[src/logic/coulomb_pkg.sv]
// Overview of operation
// - Convert current continuously only in active mode.
// - Sleep halts measurement, keeps every register.
// - Load signed result once per 3.515s conversion.
// - Current and average saturate at 7FFFh/8000h.
// - Every 28s average the last eight results.
// - Every 1024th conversion measures offset, reused 1023.
// - Offset conversion shows and accumulates previous result.
// - Scale by 11-bit gain, steps of 2^-10.
// - Factory gain copy is read-only, never used.
// - 8-bit temperature coefficient, 30.5ppm steps.
// - Zero coefficient means no temperature compensation.
// - Update compensation only on 0.5 degree crossings.
// - Accumulate each result, keep fraction read-only.
// - Accumulator clamps at 7FFFh and 8000h.
// - Skip positive results below 100 microvolts.
// - Any accumulator write clears the fraction.
// - Accumulator write forces an offset conversion.
// - Resume accumulating from second conversion after write.
// - Back accumulator up to NV, restore at power-up.
`default_nettype none
package coulomb_pkg;

  // Time base: conversion period in microseconds and the clock period.
  localparam longint CLK_PERIOD_NS = 100;
  localparam longint CONV_TIME_US = 3515000;
  localparam longint CONV_CYCLES_DFLT = (CONV_TIME_US * 1000) / CLK_PERIOD_NS;
  localparam int CONV_CNT_W = 26;

  // Averaging window: eight conversions, about 28 s.
  localparam int AVG_SHIFT = 3;
  localparam logic [2:0] AVG_LAST = 3'h7;

  // Offset conversion slot within each run of 1024 conversions.
  localparam logic [9:0] OFFSET_SLOT = 10'h3FF;

  // Register limits and field widths.
  localparam logic [15:0] CUR_MAX = 16'h7FFF;
  localparam logic [15:0] CUR_MIN = 16'h8000;
  localparam int GAIN_W = 11;
  localparam int GAIN_FRAC = 10;
  localparam int TC_W = 8;
  localparam int TC_FRAC = 16;
  localparam int TEMP_W = 11;
  localparam int FACTOR_W = 19;
  localparam logic [FACTOR_W-1:0] FACTOR_UNITY = 19'h1_0000;
  localparam logic signed [9:0] REF_TEMP_HALF = 10'sh032;
  localparam int ACC_FRAC_W = 12;
  localparam logic [ACC_FRAC_W-1:0] FRAC_MAX = 12'hFFF;

  // Smallest charge current that is accumulated.
  localparam int MIN_CHARGE_UV = 100;
  localparam int CUR_LSB_PICO_V = 1562500;
  localparam logic [15:0] MIN_CHARGE_LSB = 16'(MIN_CHARGE_UV * 1000000 / CUR_LSB_PICO_V);

  // Byte addresses of the accumulator on the register port.
  localparam logic [7:0] ADDR_ACC_HI = 8'h10;
  localparam logic [7:0] ADDR_ACC_LO = 8'h11;

  // Conversions between nonvolatile backups.
  localparam logic [15:0] BACKUP_CONVS_DFLT = 16'h0010;

  typedef struct packed {
    logic en;
    logic [7:0] addr;
    logic [7:0] data;
  } reg_wr_t;

  typedef struct packed {
    logic valid;
    logic [15:0] data;
  } nv_word_t;

  typedef enum logic [2:0] {
    ST_MEASURE = 3'b001,
    ST_OFFSET = 3'b010,
    ST_WR_OFFSET = 3'b100
  } conv_state_t;

  // Clamps a wide signed value into the 16-bit register range.
  function automatic logic [15:0] sat16(input logic signed [31:0] v);
    logic [15:0] r;
    r = v[15:0];
    if (v > $signed({{16{1'b0}}, CUR_MAX}))
    begin
      r = CUR_MAX;
    end
    else if (v < -$signed({{16{1'b0}}, CUR_MIN}))
    begin
      r = CUR_MIN;
    end
    return r;
  endfunction

endpackage
`default_nettype wire

[src/logic/coulomb_counter_accumulator.sv]
`timescale 1ns/10ps
`default_nettype none
module coulomb_counter_accumulator
  import coulomb_pkg::*;
#(
  parameter longint CONV_CYCLES = coulomb_pkg::CONV_CYCLES_DFLT,
  parameter logic [15:0] BACKUP_CONVS = coulomb_pkg::BACKUP_CONVS_DFLT
)
(
  input wire logic ref_clk,
  input wire logic arst_n,
  input wire logic active_mode,
  input wire logic signed [15:0] adc_result,
  input wire logic signed [coulomb_pkg::TEMP_W-1:0] temperature,
  input wire logic [coulomb_pkg::GAIN_W-1:0] sense_gain_value,
  input wire logic [coulomb_pkg::TC_W-1:0] resistor_temp_coefficient,
  input wire coulomb_pkg::reg_wr_t reg_wr,
  input wire logic rd_en,
  input wire logic [7:0] rd_addr,
  input wire coulomb_pkg::nv_word_t nv_restore,
  input wire logic [coulomb_pkg::GAIN_W-1:0] factory_gain_nv,
  output logic adc_offset_mode,
  output logic [7:0] rd_data,
  output logic [15:0] current,
  output logic [15:0] average_current,
  output logic [15:0] accumulated_charge,
  output logic [coulomb_pkg::ACC_FRAC_W-1:0] accumulated_charge_fraction,
  output logic [coulomb_pkg::GAIN_W-1:0] factory_gain_copy,
  output coulomb_pkg::nv_word_t nv_backup
);
  import coulomb_pkg::*;

  localparam logic [CONV_CNT_W-1:0] CONV_LAST = CONV_CYCLES > 0 ? CONV_CNT_W'(CONV_CYCLES - 1) : '0;
  localparam int ACC_W = 16 + ACC_FRAC_W;

  // Conversion timer and scheduling state.
  logic [CONV_CNT_W-1:0] tmr_q;
  logic [CONV_CNT_W-1:0] tmr_d;
  logic conv_tick;
  logic [9:0] conv_cnt_q;
  logic [9:0] conv_cnt_d;
  conv_state_t state_q;
  conv_state_t state_d;

  // Result registers.
  logic signed [15:0] offset_q;
  logic signed [15:0] offset_d;
  logic [15:0] cur_q;
  logic [15:0] cur_d;
  logic [15:0] avg_q;
  logic [15:0] avg_d;
  logic signed [18:0] avg_sum_q;
  logic signed [18:0] avg_sum_d;
  logic [2:0] avg_cnt_q;
  logic [2:0] avg_cnt_d;

  // Accumulator, host byte staging and nonvolatile handling.
  logic [15:0] charge_q;
  logic [15:0] charge_d;
  logic [ACC_FRAC_W-1:0] frac_q;
  logic [ACC_FRAC_W-1:0] frac_d;
  logic [7:0] hi_byte_q;
  logic restored_q;
  logic [15:0] backup_cnt_q;
  logic [15:0] backup_cnt_d;
  nv_word_t nv_backup_q;
  logic [GAIN_W-1:0] factory_q;
  logic [7:0] rd_data_q;

  // Temperature compensation.
  logic signed [8:0] temp_half_q;
  logic signed [FACTOR_W-1:0] factor_q;
  logic signed [FACTOR_W-1:0] factor_d;

  // Combinational helpers.
  logic signed [8:0] temp_half;
  logic signed [9:0] temp_delta;
  logic signed [18:0] tc_term;
  logic temp_crossed;
  logic [15:0] scaled;
  logic wr_hi;
  logic wr_lo;
  logic restore_now;
  logic measuring;
  logic accumulate_en;
  logic [15:0] acc_in;
  logic [15:0] acc_add;
  logic signed [ACC_W:0] acc_sum;
  logic [ACC_W-1:0] acc_sat;
  logic avg_update;
  logic [15:0] avg_in;
  logic signed [18:0] avg_total;
  logic backup_due;

  // The timer only runs in active mode; in sleep it and every register
  // hold apart from host writes, host reads and the power-up restore, so sleep needs no separate save path.
  assign conv_tick = active_mode && (tmr_q == CONV_LAST);
  assign tmr_d = !active_mode ? tmr_q : (conv_tick ? '0 : tmr_q + 1'b1);

  // Host write decode; the low byte commits the pair staged earlier.
  assign wr_hi = reg_wr.en && (reg_wr.addr == ADDR_ACC_HI);
  assign wr_lo = reg_wr.en && (reg_wr.addr == ADDR_ACC_LO);
  assign restore_now = !restored_q && nv_restore.valid;

  // The front end shorts its input while either offset state is current.
  assign adc_offset_mode = (state_q != ST_MEASURE);
  assign measuring = (state_q == ST_MEASURE);

  // Temperature in half degrees; a change of that value is a crossing.
  assign temp_half = temperature[TEMP_W-1:2];
  assign temp_crossed = (temp_half != temp_half_q);
  assign temp_delta = 10'(temp_half) - REF_TEMP_HALF;
  // One coefficient step is about 2^-15 per degree, 2^-16 per half degree.
  assign tc_term = 19'($signed({1'b0, resistor_temp_coefficient})) * 19'(temp_delta);
  assign factor_d = (resistor_temp_coefficient == '0) ? FACTOR_UNITY :
                    (FACTOR_W'(FACTOR_UNITY) + tc_term);

  // Conversion pipeline: offset, gain, temperature, then saturation.
  current_scaler u_scaler (
    .raw(adc_result),
    .offset(offset_q),
    .gain(sense_gain_value),
    .factor(factor_q),
    .result(scaled)
  );

  // A normal conversion adds its own result; a periodic offset conversion adds the
  // previous one so the dropped sample costs almost nothing.
  assign acc_in = measuring ? scaled : cur_q;
  assign accumulate_en = conv_tick && !wr_lo && (state_q != ST_WR_OFFSET);
  // Small positive results are offset noise and would creep upward.
  assign acc_add = (!acc_in[15] && (acc_in < MIN_CHARGE_LSB)) ? '0 : acc_in;
  assign acc_sum = $signed({charge_q[15], charge_q, frac_q}) +
                   $signed({{(ACC_W-15){acc_add[15]}}, acc_add});
  // Clamp the integer part and pin the fraction to the matching end.
  assign acc_sat = (acc_sum[ACC_W] == acc_sum[ACC_W-1]) ? acc_sum[ACC_W-1:0] :
                   (acc_sum[ACC_W] ? {CUR_MIN, {ACC_FRAC_W{1'b0}}} : {CUR_MAX, FRAC_MAX});

  // Accumulator next value: power-up restore, host write, or conversion.
  always_comb
  begin
    charge_d = charge_q;
    frac_d = frac_q;
    if (restore_now)
    begin
      charge_d = nv_restore.data;
      frac_d = '0;
    end
    else if (wr_lo)
    begin
      charge_d = {hi_byte_q, reg_wr.data};
      frac_d = '0;
    end
    else if (accumulate_en)
    begin
      charge_d = acc_sat[ACC_W-1:ACC_FRAC_W];
      frac_d = acc_sat[ACC_FRAC_W-1:0];
    end
  end

  // Scheduling of sense and offset conversions.
  always_comb
  begin
    state_d = state_q;
    conv_cnt_d = conv_cnt_q;
    offset_d = offset_q;
    cur_d = cur_q;
    if (wr_lo)
    begin
      state_d = ST_WR_OFFSET;
    end
    else if (conv_tick)
    begin
      unique case (state_q)
        ST_MEASURE:
        begin
          cur_d = scaled;
          conv_cnt_d = conv_cnt_q + 1'b1;
          if (conv_cnt_q + 1'b1 == OFFSET_SLOT)
          begin
            state_d = ST_OFFSET;
          end
        end
        ST_OFFSET:
        begin
          offset_d = adc_result;
          conv_cnt_d = '0;
          state_d = ST_MEASURE;
        end
        ST_WR_OFFSET:
        begin
          offset_d = adc_result;
          conv_cnt_d = '0;
          state_d = ST_MEASURE;
        end
      endcase
    end
  end

  // Average over eight register updates; the offset slot counts with the
  // value it keeps showing, so the window stays eight conversions long.
  assign avg_update = conv_tick && !wr_lo && (state_q != ST_WR_OFFSET);
  assign avg_in = measuring ? scaled : cur_q;
  assign avg_total = avg_sum_q + 19'($signed(avg_in));
  always_comb
  begin
    avg_sum_d = avg_sum_q;
    avg_cnt_d = avg_cnt_q;
    avg_d = avg_q;
    if (avg_update)
    begin
      avg_cnt_d = avg_cnt_q + 1'b1;
      if (avg_cnt_q == AVG_LAST)
      begin
        avg_d = sat16(32'(avg_total >>> AVG_SHIFT));
        avg_sum_d = '0;
      end
      else
      begin
        avg_sum_d = avg_total;
      end
    end
  end

  // Backups start only once the restored value is in place.
  assign backup_due = restored_q && conv_tick && (backup_cnt_q == BACKUP_CONVS - 1'b1);
  assign backup_cnt_d = (!restored_q || !conv_tick) ? backup_cnt_q :
                        (backup_due ? '0 : backup_cnt_q + 1'b1);

  // Timer and scheduling registers.
  always_ff @(posedge ref_clk or negedge arst_n)
  begin
    if (!arst_n)
    begin
      tmr_q <= '0;
      conv_cnt_q <= '0;
      state_q <= ST_MEASURE;
    end
    else
    begin
      tmr_q <= tmr_d;
      conv_cnt_q <= conv_cnt_d;
      state_q <= state_d;
    end
  end

  // Result registers.
  always_ff @(posedge ref_clk or negedge arst_n)
  begin
    if (!arst_n)
    begin
      offset_q <= '0;
      cur_q <= '0;
      avg_q <= '0;
      avg_sum_q <= '0;
      avg_cnt_q <= '0;
    end
    else
    begin
      offset_q <= offset_d;
      cur_q <= cur_d;
      avg_q <= avg_d;
      avg_sum_q <= avg_sum_d;
      avg_cnt_q <= avg_cnt_d;
    end
  end

  // Accumulator and host high byte staging.
  always_ff @(posedge ref_clk or negedge arst_n)
  begin
    if (!arst_n)
    begin
      charge_q <= '0;
      frac_q <= '0;
      hi_byte_q <= '0;
    end
    else
    begin
      charge_q <= charge_d;
      frac_q <= frac_d;
      if (wr_hi)
      begin
        hi_byte_q <= reg_wr.data;
      end
    end
  end

  // Compensation factor moves only when the temperature crosses a
  // half-degree step; noise inside a step leaves the gain steady.
  always_ff @(posedge ref_clk or negedge arst_n)
  begin
    if (!arst_n)
    begin
      temp_half_q <= '0;
      factor_q <= FACTOR_UNITY;
    end
    else if (active_mode && temp_crossed)
    begin
      temp_half_q <= temp_half;
      factor_q <= factor_d;
    end
  end

  // Power-up restore also captures the factory gain, which only feeds the
  // read-only copy and never the scaler.
  always_ff @(posedge ref_clk or negedge arst_n)
  begin
    if (!arst_n)
    begin
      restored_q <= 1'b0;
      factory_q <= '0;
    end
    else if (restore_now)
    begin
      restored_q <= 1'b1;
      factory_q <= factory_gain_nv;
    end
  end

  // Periodic backup word, one cycle wide.
  always_ff @(posedge ref_clk or negedge arst_n)
  begin
    if (!arst_n)
    begin
      backup_cnt_q <= '0;
      nv_backup_q <= '0;
    end
    else
    begin
      backup_cnt_q <= backup_cnt_d;
      nv_backup_q.valid <= backup_due;
      nv_backup_q.data <= charge_d;
    end
  end

  // Register read data; unmapped addresses read zero.
  always_ff @(posedge ref_clk or negedge arst_n)
  begin
    if (!arst_n)
    begin
      rd_data_q <= '0;
    end
    else if (rd_en)
    begin
      rd_data_q <= (rd_addr == ADDR_ACC_HI) ? charge_q[15:8] :
                   (rd_addr == ADDR_ACC_LO) ? charge_q[7:0] : 8'h00;
    end
  end

  // Outputs, all from flip-flops.
  assign rd_data = rd_data_q;
  assign current = cur_q;
  assign average_current = avg_q;
  assign accumulated_charge = charge_q;
  assign accumulated_charge_fraction = frac_q;
  assign factory_gain_copy = factory_q;
  assign nv_backup = nv_backup_q;
endmodule
`default_nettype wire

[src/logic/current_scaler.sv]
`timescale 1ns/10ps
`default_nettype none
module current_scaler
  import coulomb_pkg::*;
(
  input wire logic signed [15:0] raw,
  input wire logic signed [15:0] offset,
  input wire logic [coulomb_pkg::GAIN_W-1:0] gain,
  input wire logic signed [coulomb_pkg::FACTOR_W-1:0] factor,
  output logic [15:0] result
);
  logic signed [16:0] diff;
  logic signed [28:0] gained_full;
  logic signed [18:0] gained;
  logic signed [37:0] comp_full;
  logic signed [21:0] comp;

  // Offset is removed first so gain and temperature scale only real signal.
  assign diff = 17'(raw) - 17'(offset);
  // Gain is unsigned Q1.10, so 0 to 1.999 in 2^-10 steps.
  assign gained_full = 29'(diff) * 29'($signed({1'b0, gain}));
  assign gained = gained_full[GAIN_FRAC+18:GAIN_FRAC];
  // Temperature factor is Q16; unity when the coefficient is zero.
  assign comp_full = 38'(gained) * 38'(factor);
  assign comp = comp_full[TC_FRAC+21:TC_FRAC];
  // Saturate to the register range.
  assign result = sat16(32'(comp));
endmodule
`default_nettype wire

[config.mk]
export PLATFORM = sky130hd
export DESIGN_NAME = coulomb_counter_accumulator
export DESIGN_NICKNAME = d
export VERILOG_FILES = /design/src/logic/coulomb_pkg.sv /design/src/logic/coulomb_counter_accumulator.sv /design/src/logic/current_scaler.sv
export SDC_FILE = /design/constraint.sdc
export NUM_CORES = 2
export LEC_CHECK = 0
export ABC_AREA = 1
export BUFFER_PORTS_ARGS = -buffer_cell sky130_fd_sc_hd__clkbuf_2
export CAP_MARGIN = 20
export CORE_AREA = 2 2 252 254
export CTS_CLUSTER_SIZE = 24
export DETAILED_ROUTE_END_ITERATION = 8
export DIE_AREA = 0 0 254 256
export GPL_TIMING_DRIVEN = 0
export HOLD_SLACK_MARGIN = 0.08
export PLACE_DENSITY = 0.76
export SLEW_MARGIN = 10
export SYNTH_ARGS = -nofsm -noshare
export SYNTH_HDL_FRONTEND = slang
export SYNTH_SLANG_ARGS = --single-unit
[constraint.sdc]
create_clock -name ref_clk -period 17.05 [get_ports ref_clk]
set_clock_uncertainty 0.15 [all_clocks]
set_input_delay 3.41 -clock ref_clk [delete_from_list [all_inputs] [get_ports ref_clk]]
set_output_delay 3.41 -clock ref_clk [all_outputs]
set_load 0.05 [all_outputs]
**Word-level counts from Yosys, hierarchy flattened**

Index checks and enable logic that the tools add are counted.

- $lt $le $gt $ge: 5
- Bitwise logic cells: 1
- Add/subtract/negate cells: 9
- Equal/unequal tests: 16
- Multiplexer cells: 25
- $mul: 3
- Reduce and logical (&&, ||, !) cells: 23

Operators by type and width:

| operator | number |
|---|---|
| $mux 16 | 10 |
| $mux 28 | 2 |
| $mul 19x19->38 | 1 |
| $mux 19 | 2 |
| $mux 12 | 3 |
| $eq 8x5->1 const B | 4 |
| $add 28x16->29 | 1 |
| $mul 17x12->29 | 1 |
| $add 26x1->26 const B | 1 |
| $eq 26x26->1 const B | 1 |
| $mux 26 | 1 |
| $gt 22x16->1 const B | 1 |
| $lt 22x16->1 const B | 1 |
| $pmux 10 s2 | 1 |
| $add 17x19->19 const A | 1 |
| $add 19x16->19 | 1 |
| $mul 9x10->19 | 1 |
| $sub 16x16->17 | 1 |
| $add 16x1->16 const B | 1 |
| $eq 16x4->1 const B | 1 |
| $gt 16x16->1 const B | 1 |
| $lt 16x16->1 const B | 1 |
| $lt 16x7->1 const B | 1 |
| $mux 8 | 2 |
| other kinds (24) | 41 |

- Flip-flop bits (word level): 210
- Word-level logic and storage cells: 100
- Output and inout port bits: 97
- Bits of input ports: 103

**Depth between registers and ports, before layout**

- Word-level depth: 16
- Mapped depth: 123

**Cells and area by module**

From an unflattened synthesis, not the netlist that was laid out.

- Cells, all modules: 4686
- Area total of the unflattened synthesis: 37153.1 µm²

By module, submodules not included:

| module | sequential area each (µm²) | area an instance (µm²) | cells each | instances |
|---|---|---|---|---|
| current_scaler | 0.0 | 20921.3 | 2598 | 1 |
| coulomb_counter_accumulator | 5257.5 | 16231.8 | 2088 | 1 |

**Worst setup path after synthesis**

Ideal clock, no wire load.

- Kind: input-to-reg
- From: input adc_result[2]
- To: register nv_backup_q (netlist bit nv_backup[6])
- Library setup time: 118 ps
- Stages on the path: 110
- Buffers on the path: 2
- Arrival time: 19997 ps
- Slack: -3215 ps
- Path through: ha_1 > a21oi_1 > and2_1 > or2_1 > nand2_1 > a21oi_1 > or2_1 > nand2_1 > a21oi_1 > inv_1 > or2_2 > nand2_1 > inv_1 > nand2_1 > fa_1 > fa_1 > fa_1 > inv_1 > [74 not listed] > o21ai_1 > a21boi_1 > o21ai_1 > a21boi_1 > o21ai_1 > a21boi_1 > nor2_1 > inv_1 > nand2_1 > nand2_2 > nor2_4 > nor2_4 > buf_4 > nand2_1 > o21ai_0 > nand2_1 > nand2_1 > nand2_1

- Word-level cells in the longest chain between the ends: 16
- Elaborated cells on any way between the ends: 19
- Those cells by class: add/sub: 2; mul: 2; order compare: 3; eq/ne: 1; mux: 9; reduce/logical: 2

RTL lines:

| what | RTL line | RTL |
|---|---|---|
| from (decl) | coulomb_counter_accumulator.sv:13 | `input wire logic signed [15:0] adc_result,` |
| $sub 16x16->17 (*) | current_scaler.sv:19 | `assign diff = 17'(raw) - 17'(offset);` |
| $mul 17x12->29 (*) | current_scaler.sv:21 | `assign gained_full = 29'(diff) * 29'($signed({1'b0, gain}));` |
| $mul 19x19->38 (*) | current_scaler.sv:24 | `assign comp_full = 38'(gained) * 38'(factor);` |
| $lt 22x16->1 | coulomb_pkg.sv:88 | `else if (v < -$signed({{16{1'b0}}, CUR_MIN}))` |
| $mux 16 | coulomb_pkg.sv:88 |  |
| $mux 16 (*) | coulomb_pkg.sv:84 | `if (v > $signed({{16{1'b0}}, CUR_MAX}))` |
| $mux 16 (*) | -- |  |
| net acc_in[15] | coulomb_counter_accumulator.sv:86 | `logic [15:0] acc_in;` |
| $lt 16x7->1 / $logic_not 1->1 (equally long branches) | coulomb_counter_accumulator.sv:132 | `assign acc_add = (!acc_in[15] && (acc_in < MIN_CHARGE_LSB)) ? '0 : acc_in;` |
| $logic_and 1x1->1 | coulomb_counter_accumulator.sv:132 |  |
| $mux 16 (*) | coulomb_counter_accumulator.sv:132 |  |
| $add 28x16->29 (*) | coulomb_counter_accumulator.sv:133 | `assign acc_sum = $signed({charge_q[15], charge_q, frac_q}) +` |
| $mux 28 / $eq 1x1->1 (equally long branches) | coulomb_counter_accumulator.sv:137, coulomb_counter_accumulator.sv:136 |  |
| $mux 28 (*) | coulomb_counter_accumulator.sv:136 | `assign acc_sat = (acc_sum[ACC_W] == acc_sum[ACC_W-1]) ? acc_sum[ACC_W-1:0] :` |
| $mux 16 (*) | coulomb_counter_accumulator.sv:154 | `else if (accumulate_en)` |
| $mux 16 (*) | coulomb_counter_accumulator.sv:149 | `else if (wr_lo)` |
| $mux 16 (*) | coulomb_counter_accumulator.sv:144 | `if (restore_now)` |
| to (decl) | coulomb_counter_accumulator.sv:66 | `nv_word_t nv_backup_q;` |

Mark *: on every way through the listed nets, which the timed path passes. The rest lies on a longest branch. The select of a mux whose other input is x is not followed.
A chain may end at the register's enable or synchronous reset.

**Worst setup path in the final report**

- From: input adc_result[2]
- To: register nv_backup_q (netlist bit nv_backup[7])

- Word-level cells in the longest chain between the ends: 16
- Elaborated cells on any way between the ends: 19
- Those cells by class: add/sub: 2; mul: 2; order compare: 3; eq/ne: 1; mux: 9; reduce/logical: 2

RTL lines:

| what | RTL line |
|---|---|
| $sub 16x16->17 (*) | current_scaler.sv:19 |
| $mul 17x12->29 (*) | current_scaler.sv:21 |
| $mul 19x19->38 (*) | current_scaler.sv:24 |
| $lt 22x16->1 | coulomb_pkg.sv:88 |
| $mux 16 | coulomb_pkg.sv:88 |
| $mux 16 (*) | coulomb_pkg.sv:84 |
| $mux 16 (*) | -- |
| $lt 16x7->1 / $logic_not 1->1 (equally long branches) | coulomb_counter_accumulator.sv:132 |
| $logic_and 1x1->1 | coulomb_counter_accumulator.sv:132 |
| $mux 16 (*) | coulomb_counter_accumulator.sv:132 |
| $add 28x16->29 (*) | coulomb_counter_accumulator.sv:133 |
| $mux 28 / $eq 1x1->1 (equally long branches) | coulomb_counter_accumulator.sv:137, coulomb_counter_accumulator.sv:136 |
| $mux 28 (*) | coulomb_counter_accumulator.sv:136 |
| $mux 16 (*) | coulomb_counter_accumulator.sv:154 |
| $mux 16 (*) | coulomb_counter_accumulator.sv:149 |
| $mux 16 (*) | coulomb_counter_accumulator.sv:144 |

Mark *: on every way between the ends. The rest lies on a longest branch, timed or not. The select of a mux whose other input is x is not followed.

==> results.md <==
- The sequential element share of the synthesized area is 14.7%.
- The worst setup path is of the in -> reg kind.
- After routing the design area is 41500 um2.
- The critical path starts at adc_result[2].
- For this configuration, the core starts out at a cell density of around 57%.
- The post-route fraction of the period consumed by the critical path is 119%.
- The routed wirelength normalized by instance count is 17.3 um.
- The cell with the largest stage delay on the worst path is fa_2.
- Port buffering added 185 buffers.
- The startpoint type of the worst setup path is an input port.
- In this run the worst setup path terminates at nv_backup[7]$_DFFE_PN0P_.
- The number of cells traversed by the worst register-to-register path is between 100 and 150.
- The first-pass detailed-route iteration total is 8.
- The tree is rooted in a clkbuf_16.
- After synthesis, the share of flip-flops with an asynchronous set or reset is 100%.
- In the routed design, unresolved DRC markers number 0.
- After clock tree synthesis, the clock-pin slew on the worst setup and hold paths is approximately 0.06 ns.
- For this run, the share of the core covered by cells in the final layout is around two thirds.
- The number of nets in the final layout is around 5700.
- Along the worst path, the maximum fanout reaches 7.
- Across all hold checks on the routed design, the worst slack comes to 0.328 ns.
- The startpoint of the lowest-slack register-to-register path is offset_q[1]$_DFFE_PN0P_.
- The site row count is a little over 90.
- The die width is roughly 250 um.
- The wire-length estimate of the detail-placed layout is about 76000 um.
- The average instance in the mapped netlist occupies slightly above 8 um2.
- After detailed routing, the number of vias per cell comes to 5.39.
- In this run, the number of DRC markers left after iteration 0 of detailed routing was between 2000 and 2500.
- The count of endpoints failing hold in the final timing report is 0.
- CTS built an H-tree with a depth of 1.
- The worst path required time is roughly 17 ns.
- TritonCTS built the clock tree.
- The full die area is between 60000 and 70000 um2.
- The sink count of the clock tree is between 200 and 250.
- In this run the tightest slew margin relative to its limit is roughly 25%.
- The fill cell total of the finished layout is roughly 5000.
- The flow ran to the end, but the final reports show violations.
- 200 I/O pins were placed.
- The number of nets still failing antenna checks after routing is 0.
- The setup slack on the worst flop-to-flop path is -0.81 ns.
- The stage delay of the slowest cell on the critical path is between 0.6 and 0.7 ns.
- Compared with the post-synthesis result, the final layout area differs by 16.2%.
- Setup repair after global routing could not meet its margin everywhere.
- The terminus of the critical flop-to-flop path is nv_backup[7]$_DFFE_PN0P_.
- The quantity of hold-fixing buffers added after cts is 0.
- The number of pins with negative max-slew slack in the final report came to 0.
- The arrival time reported for the critical path endpoint is about 20 ns.
- For the final routed database, the setup TNS stands at -143.03 ns.
- The area of the mapped netlist is approximately 36000 um2.
- Setup violations remaining at the end of the flow were counted as 64.
- The count of flip-flops with a built-in enable after synthesis is 0.
- The number of antenna violations at the first check in global routing is 2.
- Across the run, the number of max-cap violations was 0.
- The netlist uses 69 different library cells.
- The first global-routing pass estimated roughly 160000 um of wire.
- The number of synthesis warnings is 0.
- The net count after synthesis is about 5400.
- The checks that failed: negative setup slack.
- The number of buffers on the longest clock path is 3.
- The worst path in the final design needs a cycle of approximately 20 ns, including I/O delays and setup.
- At the later pin of the worst-skew pair, clock insertion delay measures approximately 0.58 ns.
- The number of standard cells after synthesis is 4358.
- The type of the tightest min-delay check is reg -> reg.
- The floorplan step set the die height to roughly 260 um.
- The number of global-route vias before repair is about 32000.
- The final route contains ~30000 vias.
- The share of post-route cells with drive strength above 1 is 17.4%.
- The most numerous cell type found on the critical path is nand2_2.
- The synthesized design contains 210 register bits.
- Once routing completed, OpenROAD measured the worst setup slack at -3.27 ns.
- The placeable core region is ~62000 um2.
- The worst setup path is captured at a flop.
- The largest net degree at the start of global routing is about 100.
- At the end of routability-driven placement, the weighted congestion stood at 0.976.
- The total grt overflow is 0.
- Static timing analysis puts the maximum clock frequency at slightly below 50 MHz.
- The dominant register cell in the synthesized netlist is dfrtp_1.
- For the pin with the worst max-slew slack, the measured transition is ~1.1 ns.
- The number of clock buffers added by TritonCTS is 24.
- Summing all placed instances gives a cell area of between 30000 and 40000 um2.
- The total track usage is between 30 and 40%.
- After detailed routing, the total wire length is a little under 100000 um.
-- worst min path at each step --
| stage | from | end | slack, ns | depth (start not counted) |
|---|---|---|---|---|
| 2_1_floorplan | avg_cnt_q[1]$_DFFE_PN0P_ | avg_cnt_q[1]$_DFFE_PN0P_ | 0.30 | 2 |
| 3_3_place_gp | factory_gain_copy[5]$_DFFE_PN0P_ | factory_gain_copy[5]$_DFFE_PN0P_ | 0.31 | 2 |
| 3_5_place_dp | factory_gain_copy[7]$_DFFE_PN0P_ | factory_gain_copy[7]$_DFFE_PN0P_ | 0.32 | 2 |
| 4_1_cts | factory_gain_copy[7]$_DFFE_PN0P_ | factory_gain_copy[7]$_DFFE_PN0P_ | 0.33 | 2 |
| 5_1_grt | avg_cnt_q[0]$_DFFE_PN0P_ | avg_cnt_q[0]$_DFFE_PN0P_ | 0.34 | 1 |
| 6_report | backup_cnt_q[15]$_DFFE_PN0N_ | backup_cnt_q[15]$_DFFE_PN0N_ | 0.33 | 1 |
-- what timing repair did --
item	CTS	global route
setup buffers	119	41
pin swaps	135	116
gates cloned	1	1
setup endpoints to repair	78	79
gates resized for setup	193	130
-- through the flow --
step                setup WS (ns)  std cells
finish                      -3.27       5599
floorplan                   -2.62       4358
global placement            -4.88       5389
detailed placement          -5.00       5391
global route                -4.10       5597
CTS                         -2.78       5555
-- per-layer routing --
layer  global-route usage, %  up-vias  share of wire (%)
met5                       0        -                  0
met4                    10.8        0                4.0
met3                    5.53      249                8.6
met2                    51.2     1279                 48
met1                    40.6    14821                 39
li1                        -    13827                  -
-- cells in the final DEF, fill, tap and decap left out, drive strengths merged, types with 71 or more instances in the layout --
cell type  synthesis  final
clkbuf            71    287
nand3             77     77
buf               31    197
ha               283    283
nand2            917    917
o21ai            149    149
fa               611    611
a21oi            137    137
inv             1008   1010
dfrtp            208    208
xor2              71     71
nor2             450    450
-- Yosys cell counts (15+ instances only) --
cell type	count	area share, %
fa_1	611	34
o21ai_0	129	1.8
clkbuf_1	66	0.69
xnor2_1	50	1.2
inv_1	988	10
nand4_1	28	0.49
nand2_2	43	0.75
nor2_1	439	4.6
ha_1	283	9.9
dfrtp_1	208	15
buf_4	21	0.44
o21a_1	16	0.34
a31oi_1	28	0.49
o21ai_1	19	0.27
a21oi_1	135	1.9
clkinv_1	15	0.16
xor2_1	68	1.7
o22ai_1	18	0.31
inv_2	18	0.19
nor4_1	24	0.42
or2_2	21	0.37
nand3_1	71	0.99
mux2_2	21	0.66
nor3_1	34	0.48
nand2_1	869	9.1
-- worst max-delay path, delay by kind of cell --
family          cells  cell delay (ns)
buf+inv            16             1.59
fa+ha+maj          17             7.26
simple gates       55             5.48
compound gates     21             2.83
-- final cells by class --
class / count / area [um2] / area share (%)
Antenna cell: 2 / 5.00 / 0.0120
Buffer: 117 / 759 / 1.83
Clock buffer: 34 / 688 / 1.66
Clock inverter: 10 / 170 / 0.410
Inverter: 1023 / 3900 / 9.39
Multi-Input combinational cell: 3008 / 27400 / 66.0
Sequential cell: 210 / 5260 / 12.7
Tap cell: 846 / 1060 / 2.55
Timing Repair Buffer: 348 / 2290 / 5.51
Timing Repair inverter: 1 / 6.26 / 0.0151
-- kinds of logic (layout without fill, tap and decap cells) --
kind of cell / count (synthesis) / in the layout / share of synthesized area [%]
AND/OR/NAND/NOR: 1570 / 1570 / 18.2
buffers and inverters: 1140 / 1533 / 12.7
adder cells (fa/ha/maj): 894 / 894 / 44.1
AO/OA/AOI/OAI: 401 / 401 / 6.47
flip-flops: 210 / 210 / 14.7
XOR/XNOR: 122 / 122 / 3.13
multiplexers: 21 / 21 / 0.661
other: 0 / 2 / 0
-- sequential cells by signal, summed over array words and instances, names as in the netlist, 11 cells and up --
name                         count
accumulated_charge_fraction     12
average_current                 16
avg_sum_q                       19
backup_cnt_q                    16
current                         16
factor_q                        19
factory_gain_copy               11
nv_backup                       17
offset_q                        16
tmr_q                           26
Power is not shown: default switching activity piles up to over one toggle a cycle in this logic, so the estimate is an artifact.
